<file path="src/verilog/cku_cfg.svh">
// checksum unit constants: register offsets, field positions, presets
// assumes inclusion from the top module only
`ifndef CKU_CFG_SVH
`define CKU_CFG_SVH
`define CKU_OFS_CONTROL 8'h84
`define CKU_OFS_INPUT 8'h85
`define CKU_OFS_RESULT 8'h86
`define CKU_OFS_FLIP 8'h87
`define CKU_BIT_PNT_LO 0
`define CKU_BIT_VAL 2
`define CKU_BIT_INIT 3
`define CKU_BIT_SEL 4
`define CKU_CONTROL_RESET 8'h00
`define CKU_POLY16 16'h1021
`define CKU_POLY32 32'h04C11DB7
`define CKU_PRESET_ZERO 32'h00000000
`define CKU_PRESET_ONES 32'hFFFFFFFF
`endif

</file>
<file path="src/verilog/cku_pkg.sv">
// checksum unit types shared by the design
// assumes nothing beyond the config header
package cku_pkg;
	// one register access from the special-function register port
	typedef struct packed {
		logic wr; // write strobe
		logic rd; // read strobe
		logic [7:0] addr; // register address
		logic [7:0] wdata; // write data
	} cku_sfr_req_type;
	// drain side states of the byte engine
	typedef enum logic [1:0] {
		CKU_IDLE = 2'b01,
		CKU_FOLD = 2'b10
	} cku_state_type;
endpackage

</file>
<file path="src/verilog/cku_fifo.sv">
// byte fifo between the input register and the checksum engine
// assumes one clock, synchronous active high reset
`timescale 1ns/1ps
`default_nettype none
module cku_fifo #(
	parameter int WIDTH = 8,
	parameter int DEPTH = 16
) (
	input wire logic clock,
	input wire logic rst,
	input wire logic in_valid,
	output logic in_ready,
	input wire logic [WIDTH-1:0] in_data,
	output logic out_valid,
	input wire logic out_ready,
	output logic [WIDTH-1:0] out_data
);
	localparam int AW = $clog2(DEPTH);
	initial begin
		if (DEPTH < 2 || (1 << AW) != DEPTH)
			$error("cku_fifo depth must be a power of two");
	end
	logic [WIDTH-1:0] mem [DEPTH]; // storage
	logic [AW:0] wr_ptr, rd_ptr, next_wr_ptr, next_rd_ptr; // extra bit tells full from empty
	logic push, pop;
	// honest flags from the pointers
	always_comb begin
		in_ready = (wr_ptr[AW] == rd_ptr[AW]) || (wr_ptr[AW-1:0] != rd_ptr[AW-1:0]);
		out_valid = wr_ptr != rd_ptr;
		out_data = mem[rd_ptr[AW-1:0]];
		push = in_valid && in_ready;
		pop = out_valid && out_ready;
		next_wr_ptr = wr_ptr + (AW+1)'(push);
		next_rd_ptr = rd_ptr + (AW+1)'(pop);
	end
	// pointers and storage
	always_ff @(posedge clock) begin
		if (rst) begin
			wr_ptr <= '0;
			rd_ptr <= '0;
		end else begin
			wr_ptr <= next_wr_ptr;
			rd_ptr <= next_rd_ptr;
		end
		if (push)
			mem[wr_ptr[AW-1:0]] <= in_data;
	end
endmodule
`default_nettype wire

</file>
<file path="src/verilog/cku_top.sv">
// checksum unit on the special-function register port
// assumes single byte accesses, one per cycle, synchronous to clock
// Function
// - select 0x1021 or 0x04C11DB7 generator
// - result width 16 or 32 bits
// - preset select chooses zeros or ones
// - each input byte folds into result
// - pointer selects result byte for access
// - 16-bit mode pointer bit1 ignored
// - 32-bit mode pointer picks four bytes
// - result holds until set, written, fed
// - bit-reverse register reads back mirrored
`include "cku_cfg.svh"
`timescale 1ns/1ps
`default_nettype none
module cku_top #(
	parameter int FIFO_DEPTH = 16
) (
	input wire logic clock,
	input wire logic rst,
	input wire cku_pkg::cku_sfr_req_type sfr_req,
	output logic [7:0] sfr_rdata,
	output logic sfr_rvalid,
	output logic input_ready,
	output logic busy
);
	import cku_pkg::*;
	logic [7:0] control, next_control; // sel, val, pointer; init bit never stored
	logic [31:0] result, next_result; // running checksum
	logic [7:0] flip, next_flip; // bit-reverse holding byte
	logic [7:0] next_rdata;
	logic next_rvalid, next_busy, next_input_ready;
	cku_state_type state, next_state;
	logic wr_ctl, wr_in, wr_dat, wr_flip, rd_dat;
	logic f_valid, f_ready, f_in_ready;
	logic [7:0] f_data;
	logic [1:0] pnt_eff; // pointer after width masking
	logic [31:0] folded;
	// fifo keeps back-to-back input writes while the engine folds
	cku_fifo #(.WIDTH(8), .DEPTH(FIFO_DEPTH)) u_fifo (
		.clock(clock),
		.rst(rst),
		.in_valid(wr_in),
		.in_ready(f_in_ready),
		.in_data(sfr_req.wdata),
		.out_valid(f_valid),
		.out_ready(f_ready),
		.out_data(f_data)
	);
	// fold one byte msb first through 16 or 32 bit generator
	function automatic logic [31:0] fold_byte(input logic [31:0] cur, input logic [7:0] b,
		input logic wide);
		logic [31:0] c;
		logic fb;
		c = cur;
		for (int i = 7; i >= 0; i--) begin
			if (wide) begin
				fb = c[31] ^ b[i];
				c = {c[30:0], 1'b0} ^ (fb ? `CKU_POLY32 : 32'h0);
			end else begin
				fb = c[15] ^ b[i];
				c = {16'h0, c[14:0], 1'b0} ^ (fb ? {16'h0, `CKU_POLY16} : 32'h0);
			end
		end
		return c;
	endfunction
	// address decode and next values
	always_comb begin
		wr_ctl = sfr_req.wr && sfr_req.addr == `CKU_OFS_CONTROL;
		wr_in = sfr_req.wr && sfr_req.addr == `CKU_OFS_INPUT;
		wr_dat = sfr_req.wr && sfr_req.addr == `CKU_OFS_RESULT;
		wr_flip = sfr_req.wr && sfr_req.addr == `CKU_OFS_FLIP;
		rd_dat = sfr_req.rd && sfr_req.addr == `CKU_OFS_RESULT;
		// narrow mode ignores the upper pointer bit
		pnt_eff = control[`CKU_BIT_SEL] ? control[1:0] : {1'b0, control[0]};
		f_ready = 1'b1; // engine takes one byte per clock
		folded = fold_byte(result, f_data, control[`CKU_BIT_SEL]);
		next_control = control;
		next_result = result;
		next_flip = flip;
		next_state = f_valid ? CKU_FOLD : CKU_IDLE;
		if (f_valid)
			next_result = folded;
		if (wr_dat)
			next_result[pnt_eff*8 +: 8] = sfr_req.wdata;
		if (wr_ctl) begin
			next_control = {3'b000, sfr_req.wdata[4], 1'b0, sfr_req.wdata[2:0]};
			// init uses the preset being written now, matching step order
			if (sfr_req.wdata[`CKU_BIT_INIT])
				next_result = sfr_req.wdata[`CKU_BIT_VAL] ? `CKU_PRESET_ONES
					: `CKU_PRESET_ZERO;
		end
		if (wr_flip)
			next_flip = {<<{sfr_req.wdata}};
		next_rvalid = sfr_req.rd;
		next_rdata = 8'h00; // unmapped and write-only read zero
		if (sfr_req.rd) begin
			unique case (sfr_req.addr)
				`CKU_OFS_CONTROL: next_rdata = control;
				`CKU_OFS_RESULT: next_rdata = result[pnt_eff*8 +: 8];
				`CKU_OFS_FLIP: next_rdata = flip;
				default: next_rdata = 8'h00;
			endcase
		end
		next_busy = f_valid;
		next_input_ready = f_in_ready;
	end
	// register stage; outputs all from flops
	always_ff @(posedge clock) begin
		if (rst) begin
			control <= `CKU_CONTROL_RESET;
			result <= `CKU_PRESET_ZERO;
			flip <= 8'h00;
			state <= CKU_IDLE;
			sfr_rdata <= 8'h00;
			sfr_rvalid <= 1'b0;
			busy <= 1'b0;
			input_ready <= 1'b1;
		end else begin
			control <= next_control;
			result <= next_result;
			flip <= next_flip;
			state <= next_state;
			sfr_rdata <= next_rdata;
			sfr_rvalid <= next_rvalid;
			busy <= next_busy;
			input_ready <= next_input_ready;
		end
	end
	logic unused_rd_dat;
	assign unused_rd_dat = rd_dat ^ (state == CKU_FOLD);
endmodule
`default_nettype wire
</file>
<file path="config.mk">
export PLATFORM = sky130hd
export DESIGN_NAME = cku_top
export DESIGN_NICKNAME = d
export VERILOG_FILES = /design/src/verilog/cku_pkg.sv /design/src/verilog/cku_fifo.sv /design/src/verilog/cku_top.sv
export VERILOG_INCLUDE_DIRS = /design/src /design/src/verilog
export SDC_FILE = /design/constraint.sdc
export NUM_CORES = 1
export LEC_CHECK = 0
export BUFFER_PORTS_ARGS = -buffer_cell sky130_fd_sc_hd__buf_4
export CELL_PAD_IN_SITES_DETAIL_PLACEMENT = 0
export CELL_PAD_IN_SITES_GLOBAL_PLACEMENT = 2
export CORE_ASPECT_RATIO = 1.4
export CORE_UTILIZATION = 27
export CTS_CLUSTER_SIZE = 10
export DETAILED_ROUTE_END_ITERATION = 6
export PLACE_DENSITY = 0.5
export SLEW_MARGIN = 20
export SYNTH_ARGS = -nofsm -noshare
export SYNTH_HDL_FRONTEND = slang
export SYNTH_SLANG_ARGS = --single-unit
</file>
<file path="constraint.sdc">
create_clock -name clock -period 9.75 [get_ports clock]
set_input_delay 2.4375 -clock clock [delete_from_list [all_inputs] [get_ports clock]]
set_output_delay 2.4375 -clock clock [all_outputs]
set_load 0.01 [all_outputs]
</file>
## Word level (Yosys, flattened, before mapping)

Memories as Yosys holds them, arrays and structs flattened. A register that Yosys moved wholly into a read port is not among the register bits.
Index checks and enable logic that the tools add are counted.

| operators by class | value |
|---|---|
| bitwise gates (word level) | 33 |
| mux-type cells | 35 |
| reduce and logical (&&, ||, !) cells | 7 |
| shift operators | 3 |
| add/sub/neg operators | 3 |
| equality and inequality tests | 7 |

Operator list:

| cell | number |
|---|---|
| $mux W32 | 13 |
| $xor A32 B27 Y32 | 8 |
| $mux W27 | 8 |
| $xor A16 B13 Y16 | 8 |
| $mux W13 | 8 |
| $neg A5 Y34 | 1 |
| $shift A8 B34 Y32 const A | 1 |
| $shiftx A8 B34 Y32 | 1 |
| $bwmux W32 | 1 |
| $eq A8 B8 Y1 const B | 4 |
| $shiftx A32 B6 Y8 | 1 |
| $pmux W8 S3 | 1 |
| $xor A1 B1 Y1 | 16 |
| $add A5 B1 Y5 | 2 |
| $logic_and A1 B1 Y1 | 5 |
| $ne A5 B5 Y1 | 1 |
| $mux W4 | 1 |
| $ne A4 B4 Y1 | 1 |
| $mux W1 | 2 |
| $mux W2 | 1 |
| $reduce_or A2 Y1 | 1 |
| $eq A1 B1 Y1 | 1 |
| $logic_or A1 B1 Y1 | 1 |
| $not A1 Y1 | 1 |

| word-level totals | value |
|---|---|
| flip-flop bits (word level) | 65 |
| bits in writable memories | 128 |
| logic and storage cells | 98 |
| memories | 1 |
| input port bits | 20 |

Memories:

| name | depth | bits a word | rd ports | clocked after memory_dff | write ports | line | source |
|---|---|---|---|---|---|---|---|
| u_fifo.mem | 16 | 8 | 1 | 1 | 1 | cku_fifo.sv:23 | `logic [WIDTH-1:0] mem [DEPTH];` |

## Longest topological paths before layout

Gate-level depths: netlist (run 1).

| logic depth | value |
|---|---|
| depth after elaboration | 37 |
| mapped depth | 13 |
| gate-level depth less buffers | 9 |

## By module

Synthesis (run 1) repeated with hierarchy kept, for this count alone.

| unflattened totals | value |
|---|---|
| cells, all modules | 805 |
| area total of the unflattened synthesis | 10037.1 um2 |

By module, submodules not included:

| module | area each (um2) | instances | sequential area each (um2) | cells each |
|---|---|---|---|---|
| cku_fifo | 5582.9 | 1 | 4043.9 | 292 |
| cku_top | 4454.3 | 1 | 1101.1 | 513 |

## Worst setup path before layout (run 1)

Ideal clock, no wire load.

| path | value |
|---|---|
| path kind | in2reg |
| start point | input sfr_req[11] (netlist name) |
| end point | memory u_fifo.mem[0][0], enable pin |
| data arrival time | 4.419 ns |
| stages | 6 |
| slack | 4.947 ns |
| buffers on the path | 0 |
| library setup time | 0.383 ns |
| data required time | 9.367 ns |
| path through | nor4b_1 nand4b_1 nor4b_1 nor2b_1 nand2b_1 nor3_1 |

| on the way | value |
|---|---|
| cells in the longest elaborated chain, start to end | 5 |

Ends and longest elaborated chain:

| item | line | source |
|---|---|---|
| from (decl) | cku_top.sv:21 | `input wire cku_pkg::cku_sfr_req_type sfr_req,` |
| $eq A8 B8 Y1 (no source line) | -- |  |
| $logic_and A1 B1 Y1 (no source line) | -- |  |
| $logic_and A1 B1 Y1 | cku_fifo.sv:31 | `push = in_valid && in_ready;` |
| $mux W1 | cku_fifo.sv:45 | `if (push)` |
| $mux W1 (not written as such) | cku_fifo.sv:46 | `mem[wr_ptr[AW-1:0]] <= in_data;` |
| to (decl) | cku_fifo.sv:23 |  |

No other way between the ends.

## Worst setup path after layout (run 1)

| path | value |
|---|---|
| start point | input sfr_req[11] (netlist name) |
| end point | memory u_fifo.mem[9][6], enable pin |

Same word-level chain as after synthesis.

==> results.py, run 1 <==
metrics = {
    "status": {
        "status": "finished clean",
    },
    "grt": {
        "antenna_found_initial": 2,
        "grt_util_met2_pct": 35.4,
        "grt_util_met3_pct": 2.36,
        "grt_pass1_wl_um": 47700,
        "grt_overflow": 0,
        "first_global_vias": 6666,
        "use_met1_pct": 21.1,
        "track_usage_pct": 18.5,
        "grt_max_degree": 43,
        "top_usage_layer": "met2",
    },
    "synthesis": {
        "yosys.cell_count.top_type": "edfxtp_1",
        "ys_warn_count": 0,
        "seq_area_frac_synth_pct": 52.8,
        "synth_seq_cells": 193,
        "async_flop_share_pct": 0,
        "synth_cell_types": 68,
        "ys.flop_type": "edfxtp_1",
        "synth_top_area_share_pct": 39.4,
        "synth_area_leader_cell": "edfxtp_1",
        "synth_edf_count": 128,
        "synth_commonest_cells": "128 x edfxtp_1, 72 x nor2_1, 65 x dfxtp_1, 64 x xnor2_1, 47 x nand2_1",
        "syn_nets": 800,
        "syn_area_sq_mm": 0.00975,
        "avgSynthCellArea_sq_um": 12.6,
        "netlist_top_cells_area": "edfxtp_1 39%, dfxtp_1 13%, mux4_2 9.7%, xnor2_1 5.7%, mux2i_1 3.6%",
        "synth_cells": 771,
    },
    "hold_path": {
        "holdPathStages": 2,
        "hp-class": "reg2reg",
        "min_from": "flip[3]",
        "hold_end": "flip[3]",
    },
    "detailed_routing": {
        "post-route-drc-count": 0,
        "firstDrtPassIters": 5,
        "viasPerCell": 5.04,
        "vias": 6338,
        "wire_per_inst_um": 25.7,
        "drtIter0Drc": 552,
        "drtAntennaViolNets": 0,
        "drt-total-wl_um": 32300,
    },
    "worst_setup_path": {
        "critPathKind": "in2reg",
        "path_cells": "buf_4, nor4b_1, nand4b_1, nor4b_1, nor2b_1, nand2_1, nor2_1",
        "end_kind": "register",
        "crit_slowest_cell": "nor4b_1",
        "start_kind": "input port",
        "reg2reg_depth": 10,
        "regToRegStartpoint": "u_fifo.rd_ptr[1]",
        "cp_slowest_stage_delay_ns": 0.87,
        "r2r_slack_ns": 5.71,
        "crit_fanout": 8,
        "worstPathRequired_ns": 9.83,
        "r2r_end": "result[13]",
        "cp.arrival_ns": 5.19,
        "cpMostUsedCell": "nor4b_1",
    },
    "sta": {
        "setup_slack_ns": 4.64,
        "tightest_slew_ns": 0.953,
        "finClkSkew_ns": 0.0297,
        "maxSlewViolCount": 0,
        "finalCritPeriodShare_pct": 52.4,
        "fin_hold_ws_ns": 0.496,
        "maxSlewHeadroom_pct": 35.5,
        "setup_viol": 0,
        "timing.fmax_mhz": 196,
        "rsz0062_at_grt": "false",
        "fin_setup_tns_ns": 0,
        "layout_min_cycle_time_ns": 5.11,
        "hold_viol_final": 0,
    },
    "cts": {
        "htree_levels": 4,
        "path_clk_slew_ns": 0.07,
        "cts_tree": "done",
        "hold_buffers": 0,
        "cts_setup_buffers": 0,
        "cts_resized": 0,
        "insertion_delay_ns": 0.47,
        "root_buffer": "clkbuf_16",
        "cts.sinks": 193,
        "numCtsBuffers": 17,
        "clk_path_buf_depth": 2,
    },
    "floorplan": {
        "start_util_pct": 27.3,
        "num_rows": 82,
        "core_area_sq_mm": 0.0357,
        "pin_count": 31,
        "dieArea_sq_mm": 0.0369,
        "die_h_um": 227,
        "die_x_um": 163,
    },
    "pwr": {
        "p_switching_uw": 578,
        "pwr-share-seq_pct": 45.8,
        "ir_worst_vdd_mv": 0.0832,
        "p_leak_uw": 0.00367,
        "power.density_mw_per_mm2": 181,
        "p_clk_share_pct": 35.0,
        "pwr-share-comb_pct": 19.2,
        "swShare_pct": 29.2,
        "p_int_uw": 1400,
    },
    "placement": {
        "placement.cell_area_sq_mm": 0.0104,
        "hpwlAfterDp_um": 22600,
        "place_congestion": 0.844,
        "io_buffers": 30,
        "preCtsSetupSlack_ns": 3.80,
    },
    "final_layout": {
        "nets": 812,
        "synthToLayoutAreaGrowth_pct": 12.5,
        "stdcell_area_sq_mm": 0.0110,
        "layout-drive-gt1-share_pct": 17.1,
        "final_util_pct": 30.7,
        "n_antenna_cell": 0,
    },
    "run": {
        "max_cap_violations": 0,
    },
}
## sequential cells by signal (all words and copies together) (netlist names)
| name | cells |
|---|---|
| u_fifo.mem | 128 |
| result | 32 |
| flip | 8 |
| sfr_rdata | 8 |
| u_fifo.rd_ptr | 5 |
| u_fifo.wr_ptr | 5 |
| control | 4 |
| busy | 1 |
| input_ready | 1 |
| sfr_rvalid | 1 |
## logic make-up (layout without fill, tap and decap cells)
logic type / after synthesis / in the layout / synth area share [%]
xor+xnor: 112 / 112 / 12.2
mux: 80 / 80 / 13.7
simple gates: 196 / 196 / 9.39
fa+ha+maj: 9 / 9 / 1.16
buf+inv: 58 / 83 / 2.89
flops: 193 / 193 / 52.8
compound gates: 123 / 123 / 7.91
## worst max-delay path: cells and delay by family
family | cells | cell delay, ns
buffers and inverters | 1 | 0.11
and+or+nand+nor | 6 | 2.63
## cells in the final DEF (no fill, tap or decap), types with 20 or more instances in the layout
cell type	instances
a21oi_1	44
edfxtp_1	128
dfxtp_1	64
xor2_1	30
nand2_1	47
o21ai_0	20
mux4_2	42
nor2_1	72
xnor2_1	64
mux2i_1	35
buf_4	40
## metrics by stage
stage | total power (uW) | cells
detailed placement | 1310 | 1226
CTS | 2000 | 1258
global route | 2060 | 1258
global placement | 1310 | 1226
finish | 1980 | 1258
floorplan | 1190 | 771
## power groups by stage
stage	logic, uW	clock network, uW	registers (uW)
after global placement	387	0	926
after global routing	409	738	909
after floorplan	270	0	916
after CTS	387	709	907
final	381	693	908
after detailed placement	384	0	926
## area by class of cell
cell class	instances	area, sq um
Fill cell	3660	24700
Inverter	11	41.3
Clock buffer	19	433
Multi-Input combinational cell	520	4350
Clock inverter	13	128
Tap cell	462	578
Timing Repair Buffer	40	300
Sequential cell	193	5150
## worst max-delay path by stage
stage                           start                 to  slack, ns  cells after the start
final                     sfr_req[11]   u_fifo.mem[9][6]       4.64                      7
after global routing      sfr_req[11]  u_fifo.mem[15][2]       4.29                      6
after CTS                 sfr_req[11]   u_fifo.mem[1][2]       4.23                      7
after detailed placement  sfr_req[11]   u_fifo.mem[3][7]       3.80                      6
after global placement    sfr_req[11]   u_fifo.mem[3][6]       3.88                      6
after floorplan           sfr_req[11]   u_fifo.mem[0][0]       4.95                      6
## per-layer routing
| layer | vias up | share of wire, % | routed length, um |
|---|---|---|---|
| met5 | - | 0 | 0 |
| met4 | 0 | 1.8 | 580 |
| met3 | 26 | 2.6 | 835 |
| met2 | 123 | 56 | 18200 |
| met1 | 3304 | 39 | 12700 |
| li1 | 2885 | - | - |
Note: power is estimated with default switching activity, not from simulation.
==> run 2, diff against run 1 <==
PLACE_DENSITY = 0.52   (was 0.5)
clock period = 4.4 ns   (was 9.75 ns; I/O delays follow)
==> results.py, run 2 (same netlist as run 1, synthesis figures left out) <==
metrics = {
    "placement": {
        "place_congestion": 0.893,
        "io_buffers": 30,
        "hpwlAfterDp_um": 22900,
    },
    "detailed_routing": {
        "drt-total-wl_um": 32200,
        "viasPerCell": 5.02,
        "drtIter0Drc": 337,
        "firstDrtPassIters": 4,
        "wire_per_inst_um": 25.1,
        "post-route-drc-count": 0,
        "drtAntennaViolNets": 0,
        "vias": 6440,
    },
    "sta": {
        "fin_hold_ws_ns": 0.501,
        "finClkSkew_ns": 0.0134,
        "hold_viol_final": 0,
        "finalCritPeriodShare_pct": 86.1,
        "fin_setup_tns_ns": 0,
        "layout_min_cycle_time_ns": 3.79,
        "setup_viol": 0,
        "timing.fmax_mhz": 264,
        "maxSlewViolCount": 0,
        "rsz0062_at_grt": "false",
        "maxSlewHeadroom_pct": 35.5,
        "tightest_slew_ns": 0.965,
    },
    "cts": {
        "cts_tree": "done",
        "path_clk_slew_ns": 0.08,
        "cts_setup_buffers": 0,
        "htree_levels": 4,
        "insertion_delay_ns": 0.45,
        "cts_resized": 0,
        "cts.sinks": 193,
        "numCtsBuffers": 17,
        "root_buffer": "clkbuf_16",
        "clk_path_buf_depth": 2,
        "hold_buffers": 0,
    },
    "final_layout": {
        "nets": 837,
        "synthToLayoutAreaGrowth_pct": 14.7,
        "n_antenna_cell": 0,
        "layout-drive-gt1-share_pct": 19.5,
        "final_cell_mix": "128 x edfxtp_1, 72 x nor2_1, 64 x xnor2_1, 64 x dfxtp_1, 64 x buf_4",
        "final_common_cell": "edfxtp_1",
        "largest_reg_flops": 128,
    },
    "worst_setup_path": {
        "crit_slowest_cell": "mux4_2",
        "cp_slowest_stage_delay_ns": 0.66,
        "critPathKind": "reg2reg",
        "end_kind": "register",
        "cp.arrival_ns": 4.11,
        "crit_fanout": 11,
        "start_kind": "register",
        "path_cells": "buf_4, mux4_2, mux4_2, xnor2_1, nand2_1, xor2_2, xnor2_2, xnor2_1, a221oi_1, o22ai_1",
        "r2r_slack_ns": 0.61,
        "worstPathRequired_ns": 4.72,
    },
    "status": {
        "status": "finished clean",
    },
    "floorplan": {
        "die_x_um": 163,
        "dieArea_sq_mm": 0.0369,
        "core_area_sq_mm": 0.0357,
        "die_h_um": 227,
        "pin_count": 31,
        "start_util_pct": 27.3,
        "num_rows": 82,
    },
    "grt": {
        "track_usage_pct": 18.3,
        "grt_overflow": 0,
        "grt_max_degree": 42,
        "first_global_vias": 6856,
        "grt_pass1_wl_um": 46800,
        "antenna_found_initial": 1,
    },
    "hold_path": {
        "hp-class": "reg2reg",
    },
    "pwr": {
        "p_leak_uw": 0.00383,
        "power.density_mw_per_mm2": 397,
        "ir_worst_vdd_mv": 0.249,
    },
    "run": {
        "max_cap_violations": 0,
    },
}
[run 2: cell types whose count changed in the layout (fill, tap and decap cells not counted), sizes merged]
cell,before,now
buf,40,65
clkinvlp,3,0
inv,16,19
clkinv,4,2
bufinv,1,2
clkbuf,19,20
[run 2: path summary, 6_finish.rpt]
path | endpoint | cells after the start | from
max | result[10] | 10 | u_fifo.rd_ptr[1]
max reg2reg | result[10] | 10 | u_fifo.rd_ptr[1]
min | control[2] | 2 | control[2]
min reg2reg | control[2] | 2 | control[2]
[run 2: layout make-up]
cell class                      instances  area [sq um]
Clock buffer                           20           467
Clock inverter                         12           123
Fill cell                            3620         24500
Inverter                               11          41.3
Multi-Input combinational cell        520          4330
Sequential cell                       193          5150
Tap cell                              462           578
Timing Repair Buffer                   65           500
[run 2: where the power goes]
| group | leakage (uW) | internal, uW | total (uW) | switching [uW] |
|---|---|---|---|---|
| clock | 0.000304 | 840 | 1570 | 734 |
| combinational | 0.00185 | 363 | 846 | 483 |
| sequential | 0.00167 | 1960 | 2010 | 52.7 |
| total | 0.00383 | 3160 | 4430 | 1270 |
[run 2: per-stage QoR]
| stage | power, uW | setup WS, ns | util (%) | cell area, sq um | std cells |
|---|---|---|---|---|---|
| after floorplan | 2630 | 0.935 | - | 9750 | 771 |
| final | 4430 | 0.612 | 31.3 | 11200 | 1283 |
| after detailed placement | 2910 | 0.582 | 29.7 | 10600 | 1251 |
| after CTS | 4480 | 0.558 | 31.3 | 11200 | 1283 |
| after global placement | 2920 | 0.514 | 29.7 | 10600 | 1251 |
| after global routing | 4580 | 0.469 | 31.3 | 11200 | 1283 |
[run 2: metal layers]
| metal | track usage (%) | vias to the layer above | part of all wire (%) |
|---|---|---|---|
| li1 | - | 2923 | - |
| met1 | 20.3 | 3302 | 39 |
| met2 | 33.6 | 154 | 54 |
| met3 | 1.92 | 61 | 2.4 |
| met4 | 10.5 | 0 | 5.0 |
| met5 | 0 | - | 0 |
[run 2: critical path: cells and delay by family (launching register included)]
family | cells | cell delay [ns]
AND/OR/NAND/NOR | 1 | 0.14
XOR/XNOR | 4 | 0.98
buffers and inverters | 1 | 0.24
multiplexers | 2 | 1.18
flip-flops | 1 | 0.55
AO/OA/AOI/OAI | 2 | 0.55
